[src/slb_fifo.v]
// Purpose: small word buffer with valid/ready on both sides
// Assumes: single clock, synchronous active-high reset
// Notes:   depth must be a power of two
`timescale 1ns/10ps
module slb_fifo #(
  parameter W = 16,
  parameter D = 4,
  parameter A = 2
) (
  input  wire         sys_clk,
  input  wire         sys_rst,
  input  wire [W-1:0] in_data,
  input  wire         in_valid,
  output wire         in_ready,
  output wire [W-1:0] out_data,
  output wire         out_valid,
  input  wire         out_ready
);
  reg [W-1:0] mem_q [0:D-1];
  reg [A:0]   wr_q;
  reg [A:0]   rd_q;
  wire        full  = (wr_q[A] != rd_q[A]) && (wr_q[A-1:0] == rd_q[A-1:0]);
  wire        empty = (wr_q == rd_q);
  wire        push  = in_valid & ~full;
  wire        pop   = out_ready & ~empty;
  assign in_ready  = ~full;
  assign out_valid = ~empty;
  assign out_data  = mem_q[rd_q[A-1:0]];
  always @(posedge sys_clk) begin
    if (push) begin
      mem_q[wr_q[A-1:0]] <= in_data;
    end
  end
  always @(posedge sys_clk) begin
    if (sys_rst) begin
      wr_q <= {(A+1){1'b0}};
      rd_q <= {(A+1){1'b0}};
    end else begin
      if (push) begin
        wr_q <= wr_q + 1'b1;
      end
      if (pop) begin
        rd_q <= rd_q + 1'b1;
      end
    end
  end
endmodule

[config.mk]
export PLATFORM = sky130hd
export DESIGN_NAME = slb_fifo
export DESIGN_NICKNAME = d
export VERILOG_FILES = /design/src/slb_fifo.v
export SDC_FILE = /design/constraint.sdc
export NUM_CORES = 1
export LEC_CHECK = 0
export BUFFER_PORTS_ARGS = -buffer_cell sky130_fd_sc_hd__buf_2
export CORE_ASPECT_RATIO = 0.6
export CORE_MARGIN = 3
export CORE_UTILIZATION = 55
export DETAILED_ROUTE_END_ITERATION = 8
export PLACE_DENSITY = 0.77
export SLEW_MARGIN = 20
export SYNTH_ARGS = -nofsm -noshare
export SYNTH_HDL_FRONTEND = slang
export SYNTH_SLANG_ARGS = --single-unit
export TNS_END_PERCENT = 20
[constraint.sdc]
create_clock -name sys_clk -period 2.8 [get_ports sys_clk]
set_input_delay 0.14 -clock sys_clk [delete_from_list [all_inputs] [get_ports sys_clk]]
set_output_delay 0.14 -clock sys_clk [all_outputs]
set_load 0.05 [all_outputs]
==> run summary, run 1 <==
Peak VDD IR -> 570 uV
Die Width -> 99.3 um
drt total wl -> 5130 um
Power per Cell Area -> 1070 mW/mm^2
fin crit period -> 2.22 ns
status -> finished clean
yosys warns -> 0
Routed Antenna Nets -> 0
H-tree Lvls -> 3
Synth cell types -> 28
worst skew pair latency -> 0.34 ns
die height -> 62.0 um
sequential-to-total area share from yosys stat -> 72.4%
via count -> 1612
crit path kind -> flip-flop to flip-flop
Final Hold Fails -> 0
die area -> 0.00616 mm^2
Setup-failing EPs final -> 0
post-CTS sizing -> 0
clock buffer depth -> 2
fmax -> 451 MHz
#FFs+latches synth -> 72
Pleak -> 0.00117 uW
Max Transition Viols Final -> 0
core area -> 0.00480 mm^2
Synthesized Nets -> 179
critical path arrival -> 2.26 ns
Netlist Area Pre-Place -> 0.00287 mm^2
post-layout total power -> 3630 uW
Crit. End Element -> flip-flop
drt first pass iters -> 4
vias per inst -> 5.88
gr usage total -> 18.7%
initial drt markers -> 110
IO Pins -> 38
vias in the first global route -> 1544
Root Driver -> clkbuf_8
Synth Instances -> 154
Final Non-Filler Cells -> 274
first-pass GRT wire length -> 8060 um
Final nets -> 231
largest net degree at the start of global routing -> 17
crit share post-route -> 79.2%
grt total ovfl -> 0
reg2reg start -> wr_q[0]
critical path required time -> 2.84 ns
CP max FO -> 9
share of cells above drive strength 1 -> 33.6%
CTS tree -> yes
Avg Inst Size Synth -> 18.7 um^2
drt drc -> 0
Worst-Margin Slew -> 0.858 ns
RSZ-0062 raised after global routing -> false
setup TNS -> 0 ns
n_diodes -> 0
Placed Cells -> 249
Clock Skews -> 0.00906 ns
# rows -> 19
Max Cap Viol -> 0
Startpoint Class -> flip-flop
Hold WC Path Type -> input port to flip-flop
HP Start -> in_data[12]
slew margin rel. -> 42.8%
Critical Path Start -> wr_q[0]
Area Growth Syn to Fin -> 18.3%
clk sink count -> 72
buffers added on ports -> 37
dpl hpwl -> 3410 um
cts bufs inserted -> 9
GP Congestion -> 0.852
Initial Util -> 59.8%
antenna violations before repair -> 0
DR WL/cell -> 18.7 um
clk slew on worst S/H paths -> 0.07 ns
==> area by class of cell <==
cell class / count / area (um^2)
clock buffer: 9 / 124
multi-input combinational: 71 / 739
timing repair buffer: 48 / 290
sequential: 72 / 2080
clock inverter: 7 / 71.3
tap: 63 / 78.8
inverter: 4 / 15.0
fill: 304 / 1400
==> final timing paths <==
| kind | end | slack, ns | depth (start not counted) |
|---|---|---|---|
| max | mem_q[3][14] | 0.58 | 4 |
| min | mem_q[2][12] | 0.03 | 1 |
| max reg2reg | mem_q[3][14] | 0.58 | 4 |
| min reg2reg | wr_q[2] | 0.57 | 2 |
==> per-layer routing <==
metal | vias to the layer above | global-route usage, % | wire length [um] | part of all wire (%)
met4 | 0 | 9.92 | 85 | 1.7
li1 | 724 | - | - | -
met5 | - | 0 | 0 | 0
met1 | 795 | 24.7 | 2120 | 41
met2 | 84 | 28.1 | 2410 | 47
met3 | 9 | 6.58 | 524 | 10
==> timing repair <==
action / CTS / global route
buffers inserted: 0 / 0
hold buffers: 9 / 0
hold endpoints to repair: 36 / 0
==> flip-flops by register name, indices dropped and copies added (netlist names), named ones only <==
signal,count
rd_q,3
wr_q,3
mem_q,64
==> layout by cell type (no fill, tap or decap), types with 2 or more instances in the layout <==
cell type	synthesis	layout
a211o_1	2	2
a21oi_1	3	2
a31oi_1	3	3
a41oi_1	2	2
and2_1	3	3
buf_2	2	37
buf_4	1	2
clkbuf_8	0	9
clkinvlp_4	0	2
dfxtp_1	8	8
dlygate4sd3_1	0	9
edfxtp_1	64	64
ha_1	5	5
inv_1	4	4
mux4_2	16	16
nand2_1	6	6
nand3_1	6	6
nand4_1	4	4
nor2b_1	2	2
nor3b_1	4	4
o211ai_1	2	2
o21ai_0	4	4
xnor2_1	3	3
xor2_1	3	3
==> stage by stage <==
step	setup WS, ns	hold slack [ns]	utilization (%)	area [um^2]
global placement	0.767	0.356	64.9	3120
detailed placement	0.636	0.357	64.9	3120
finish	0.582	0.0273	70.8	3400
global route	0.467	0.00185	70.8	3400
CTS	0.615	0.00158	70.8	3400
floorplan	0.717	0.239	-	2870
==> synthesized netlist by cell type, drive strengths merged <==
cell,count,area [um^2]
edfxtp,64,1920
mux4,16,360
dfxtp,8,160
nand2,6,22.5
nand3,6,30.0
buf,5,32.5
ha,5,62.6
inv,4,15.0
nand4,4,25.0
nor3b,4,30.0
o21ai,4,20.0
a21oi,3,15.0
a31oi,3,18.8
and2,3,18.8
xnor2,3,26.3
xor2,3,26.3
a211o,2,17.5
a41oi,2,17.5
clkbuf,2,8.75
nor2b,2,12.5
o211ai,2,15.0
and3,1,6.26
nor2,1,3.75
or4,1,7.51
==> worst max-delay path: stages (launching register included) <==
cell and delay [ns]:
dfxtp_1 0.49, xor2_1 0.44, nor2_1 0.18, a21oi_2 0.52, buf_4 0.29
==> kinds of logic after synthesis <==
group | after synthesis | share of synthesized area (%)
adders and majority gates | 5 | 2.18
AOI/OAI and AO/OA | 16 | 3.61
DFF | 72 | 72.4
and+or+nand+nor | 28 | 5.44
muxes | 16 | 12.5
buffers and inverters | 11 | 1.96
xor gates and xnor gates | 6 | 1.83
==> power breakdown <==
group          switching [uW]  total (uW)  internal, uW
clock                     373         783           411
combinational             959        1380           417
sequential                103        1470          1370
total                    1440        3630          2200
(Power assumes the default switching activity.)
==> run 2: changes to the inputs <==
Settings changed: ABC_AREA set to 1.
Clock period 2.8 ns to 2.3 ns, I/O delays scaled along.
==> run 2 against run 1 <==
Via count grew 14%. Highest routed layer unchanged. Combinational power shrank 48%. Wire length grew 6.6%. Final area grew 2.1%. Final cell count grew 32%. Utilization grew 1.8 points. Power shrank 15%. Clock skew grew 0.00069 ns. Synthesized cell count grew 48%. Sequential share of layout area shrank 1.2 points. First-iteration DRC count grew 44%.
==> run summary, run 2 <==
grt met3 use -> 6.24% (-0.33 points)
buffers added on ports -> 37 (unchanged)
Pleak -> 0.00133 uW (+14%)
fin crit period -> 2.00 ns
initial drt markers -> 158 (+44%)
Netlist Area Pre-Place -> 0.00285 mm^2 (-0.91%)
Synthesized Nets -> 253 (+41%)
Avg Inst Size Synth -> 12.5 um^2 (-33%)
antenna violations before repair -> 0 (unchanged)
clock buffer depth -> 2 (unchanged)
DP Worst Slack -> 0.641 ns (+0.00476 ns)
#FFs+latches synth -> 72 (unchanged)
Crit. End Element -> output port
commonest non-fill, non-tap cell in the layout -> edfxtp_1
CTS tree -> yes
Die Width -> 98.9 um (-0.43%)
commonest cells after routing, fill and taps aside -> edfxtp_1, nor2_1, buf_2
top cells by count, synth -> edfxtp_1, nor2_1, o21ai_0
Power per Cell Area -> 889 mW/mm^2 (-17%)
GP Congestion -> 0.758 (-11%)
gr usage total -> 19.5% (+0.77 points)
share of cells above drive strength 1 -> 23.2% (-10 points)
via count -> 1841 (+14%)
Startpoint Class -> flip-flop
Initial Util -> 59.6% (-0.25 points)
Root Driver -> clkbuf_8
fmax -> 501 MHz
critical path required time -> 2.18 ns (-0.66 ns)
met1 Use GR -> 26.6% (+1.9 points)
largest net degree at the start of global routing -> 33 (+16)
core area -> 0.00478 mm^2 (-0.50%)
busiest grt layer -> met2
Max Cap Viol -> 0 (unchanged)
dpl hpwl -> 3480 um (+2.2%)
IO Pins -> 38 (unchanged)
CP max FO -> 32 (+23)
final instance area -> 0.00347 mm^2 (+2.1%)
setup TNS -> 0 ns (unchanged)
Clock Skews -> 0.00976 ns (+0.000694 ns)
count leader, synth -> edfxtp_1
Max Transition Viols Final -> 0 (unchanged)
drt first pass iters -> 4 (unchanged)
Reg2Reg Depth -> 7 (+3)
clk slew on worst S/H paths -> 0.07 ns (about the same)
post-CTS sizing -> 0 (unchanged)
final worst setup slack -> 0.304 ns (-0.278 ns)
Synth Instances -> 228 (+48%)
H-tree Lvls -> 3 (unchanged)
drt total wl -> 5470 um (+6.6%)
met2 Track Usage GR -> 30.0% (+1.8 points)
n_diodes -> 0 (unchanged)
# rows -> 19 (unchanged)
clk sink count -> 72 (unchanged)
Crit path largest cell delay -> 0.38 ns (-0.14 ns)
worst skew pair latency -> 0.34 ns (about the same)
status -> finished clean
Synth cell types -> 18 (-36%)
critical path arrival -> 1.88 ns (-0.38 ns)
crit path kind -> flip-flop to output port
Final nets -> 318 (+38%)
Routed Antenna Nets -> 0 (unchanged)
dominant cell type by area after synthesis -> edfxtp_1
Hold Path Depth -> 1 (unchanged)
crit-path cells -> buf_4, inv_2, o21ai_0, o22ai_1, buf_2
async set or reset register ratio after synthesis -> 0% (unchanged)
top-area cell type share of the netlist area -> 67.5% (+0.62 points)
Worst-Margin Slew -> 0.491 ns (-0.367 ns)
die height -> 61.7 um (-0.42%)
cts bufs inserted -> 9 (unchanged)
DR WL/cell -> 15.1 um (-19%)
max FFs per register -> 64 (unchanged)
hold_buf cts -> 15 (+6)
first-pass GRT wire length -> 8540 um (+6.0%)
die area -> 0.00611 mm^2 (-0.85%)
slew margin rel. -> 67.2% (+24 points)
grt total ovfl -> 0 (unchanged)
number of synthesized flops with an enable pin -> 64 (unchanged)
Peak VDD IR -> 773 uV (+36%)
RSZ-0062 raised after global routing -> false
top cells by area, synth -> edfxtp_1, dfxtp_1, nor2_1, o21ai_0, o22ai_1
Post-synth top flop -> edfxtp_1
drt drc -> 0 (unchanged)
Bufs and invs on worst path -> 3 (+2)
Hold WC Path Type -> input port to flip-flop
dpl cell area -> 0.00315 mm^2 (+1.1%)
family with the most delay on the worst path -> buffers and inverters
Final Hold Fails -> 0 (unchanged)
vias per inst -> 5.10 (-13%)
yosys warns -> 0 (unchanged)
hold_ws -> 0.0353 ns (+0.00799 ns)
vias in the first global route -> 1724 (+12%)
crit share post-route -> 86.8%
Area Growth Syn to Fin -> 21.9%
sequential-to-total area share from yosys stat -> 73.1% (+0.67 points)
Critical Path Stages -> 5 (+1)
critical path's slowest cell -> inv_2
# Post-CTS Setup Buffers -> 0 (unchanged)
Setup-failing EPs final -> 0 (unchanged)
## run 2: cell count changes in the layout (fill, tap and decap cells not counted), sizes merged, moves of 4 or more
cell / before / now
nand2: 6 / 22
inv: 5 / 17
nand4: 4 / 0
nor2: 1 / 42
o22ai: 0 / 16
o21ai: 4 / 32
nor3b: 4 / 0
dlygate4sd3: 9 / 15
mux4: 16 / 0
buf: 39 / 47
## run 2: metal layers
| layer | share of wire (%) | up-vias | wire (um) |
|---|---|---|---|
| met1 | 47 | 826 | 2590 |
| li1 | - | 945 | - |
| met3 | 8.1 | 7 | 442 |
| met4 | 1.2 | 0 | 68 |
| met2 | 43 | 63 | 2370 |
| met5 | 0 | - | 0 |
## run 2: report_power, final
group	switching, uW	internal [uW]	leakage, uW
Sequential	33.7	1490	0.000654
Combinational	532	186	0.000594
Clock	452	390	0.0000870
Total	1020	2070	0.00133
## run 2: final cells by class
class / count / area [um^2]
sequential: 72 / 2080
fill: 319 / 1310
multi-input combinational: 131 / 663
timing repair buffer: 62 / 410
clock buffer: 9 / 124
tap: 63 / 78.8
inverter: 17 / 65.1
clock inverter: 7 / 47.5
## run 2: through the flow
step           util [%]  std cells  power [uW]
6_report           72.6        361        3090
5_1_grt            72.6        361        3230
4_1_cts            72.6        361        3100
3_5_place_dp       65.9        330        2250
3_3_place_gp       65.9        330        2240
2_1_floorplan         -        228        2060
## run 2: worst paths after layout
kind / startpoint / endpoint / slack (ns)
min: in_data[11] / mem_q[1][11] / 0.04
min reg2reg: wr_q[2] / wr_q[2] / 0.57
max: flip-flop / out_data[11] / 0.30
max reg2reg: wr_q[0] / mem_q[0][5] / 0.61
## run 2: logic make-up (layout without fill, tap and decap cells)
family          after synthesis  count (layout)  share of synthesized area [%]
fa+ha+maj                     5               5                           2.20
compound gates               54              54                           10.2
flops                        72              72                           73.1
buf+inv                      25              95                           3.60
simple gates                 72              72                           10.9
==> run 3: changes to the inputs <==
Settings changed: GPL_TIMING_DRIVEN set to 0.
==> run 3 against run 2 <==
Sequential power barely moved. Die area is the same. Largest power group unchanged. Highest routed layer unchanged. Register-to-register slack worse by 0.40 ns. Combinational power rose by 2%. Clock power rose by 40%. Worst setup slack got worse by 0.099 ns.
==> run summary, run 3 (synthesis results as in run 2) <==
share of cells above drive strength 1 -> 23.5% (+0.34 points)
clock share of power -> 34.4% (+7.1 points)
initial drt markers -> 268 (+70%)
critical path's slowest cell -> dfxtp_1
Power per Cell Area -> 972 mW/mm^2 (+9.3%)
Startpoint Class -> flip-flop
CP max FO -> 10 (-69%)
crit-path cells -> clkinv_2, clkbuf_1, o21ai_0, o22ai_1, buf_2
Sw Ratio -> 30.3% (-2.7 points)
DP Worst Slack -> 0.223 ns (-0.418 ns)
FILL cells -> 307 (-3.8%)
largest net degree at the start of global routing -> 17 (-48%)
die area -> 0.00611 mm^2 (unchanged)
first-pass GRT wire length -> 8850 um (+3.5%)
vias per inst -> 5.24 (+2.8%)
drt total wl -> 5710 um (+4.4%)
hold_ws -> 0.110 ns (+0.0748 ns)
crit share post-route -> 91.1% (+4.3 points)
dpl hpwl -> 3600 um (+3.5%)
core area -> 0.00478 mm^2 (unchanged)
clk slew on worst S/H paths -> 0.07 ns (about the same)
# Post-CTS Setup Buffers -> 0 (unchanged)
combinational group share of total power -> 21.2% (-2.1 points)
status -> finished clean
Setup-failing EPs final -> 0 (unchanged)
grt total ovfl -> 0 (unchanged)
buffers added on ports -> 37 (unchanged)
Bufs and invs on worst path -> 3 (unchanged)
Routed Antenna Nets -> 0 (unchanged)
drt first pass iters -> 6 (+2)
critical path arrival -> 1.98 ns (+0.10 ns)
antenna violations before repair -> 0 (unchanged)
worst skew pair latency -> 0.35 ns (about the same)
Final nets -> 318 (unchanged)
clk sink count -> 72 (unchanged)
clock buffer depth -> 2 (unchanged)
Final Hold Fails -> 0 (unchanged)
IO Pins -> 38 (unchanged)
hold_buf cts -> 16 (+1)
fmax -> 477 MHz (-4.7%)
vias in the first global route -> 1752 (+1.6%)
fin crit period -> 2.09 ns (+0.0987 ns)
Root Driver -> clkbuf_8
CTS tree -> yes
Max Transition Viols Final -> 0 (unchanged)
post-CTS sizing -> 0 (unchanged)
Peak VDD IR -> 959 uV (+24%)
family with the most delay on the worst path -> buffers and inverters
RSZ-0062 raised after global routing -> false
cts bufs inserted -> 9 (unchanged)
Die Width -> 98.9 um (unchanged)
n_diodes -> 0 (unchanged)
Crit. End Element -> output port
Internal Power -> 2400 uW (+16%)
DR WL/cell -> 15.8 um (+4.4%)
setup TNS -> 0 ns (unchanged)
H-tree Lvls -> 3 (unchanged)
slew margin rel. -> 39.0% (-28 points)
commonest cells after routing, fill and taps aside -> edfxtp_1, buf_2, nor2_1
Hold WC Path Type -> input port to flip-flop
multi-input combinational cell area -> 671 um^2 (+1.1%)
GP Congestion -> 0.732 (-3.5%)
Max Cap Viol -> 0 (unchanged)
gr usage total -> 20.2% (+0.72 points)
# rows -> 19 (unchanged)
Area Growth Syn to Fin -> 24.3%
NetSw -> 1040 uW (+2.3%)
crit path kind -> flip-flop to output port
drt drc -> 0 (unchanged)
Worst-Margin Slew -> 0.914 ns (+0.422 ns)
commonest non-fill, non-tap cell in the layout -> edfxtp_1
critical path required time -> 2.18 ns (about the same)
final worst setup slack -> 0.205 ns (-0.0987 ns)
max FFs per register -> 64 (unchanged)
Sequential cell area -> 0.00208 mm^2 (unchanged)
Seq pwr share -> 44.4% (-5.1 points)
die height -> 61.7 um (unchanged)
Pleak -> 0.00135 uW (+1.4%)
Clock Skews -> 0.0107 ns (+0.000911 ns)
Initial Util -> 59.6% (unchanged)
Crit path largest cell delay -> 0.41 ns (+0.03 ns)
via count -> 1892 (+2.8%)
==> run 3: metrics by stage <==
step                      area (um^2)  power (uW)  utilization (%)  instances
after floorplan                  2850        2060                -        228
after global placement           3110        2250             65.1        328
after detailed placement         3130        2260             65.6        329
after CTS                        3540        3460             74.1        361
after global routing             3540        3580             74.1        361
final                            3540        3440             74.1        361
==> run 3: layer usage <==
layer / share of wire, % / up-vias / global-route usage (%)
li1: - / 944 / -
met5: 0 / - / 0
met3: 9.4 / 9 / 6.13
met1: 46 / 848 / 29.7
met2: 43 / 91 / 28.9
met4: 1.3 / 0 / 7.59
==> run 3: final timing paths <==
path,from,slack [ns],cells past startpoint,endpoint
worst min-delay path,in_valid,0.11,3,wr_q[0]
worst max register to register,wr_q[0],0.21,6,mem_q[1][5]
worst min register to register,wr_q[2],0.56,2,wr_q[2]
worst max-delay path,flip-flop,0.21,5,out_data[14]
==> run 3: power by group through the flow <==
stage               clock network, uW  logic (uW)  registers (uW)
CTS                              1200         728            1530
global placement                    0         689            1560
floorplan                           0         517            1550
finish                           1180         730            1530
detailed placement                  0         706            1560
global route                     1260         783            1530
==> run 3: layout make-up <==
cell class	instances	share of cell area, %
buffer	8	1.06
sequential	72	58.8
multi-input combinational	131	19.0
clock buffer	9	3.50
timing repair buffer	54	10.2
clock inverter	7	3.39
inverter	17	1.84
tap	63	2.23
==> run 3: worst reg2reg max path, delay by kind of cell, from the launching register on <==
family	cells	cell delay, ns
buffers and inverters	1	0.12
and+or+nand+nor	5	1.15
DFF	1	0.44
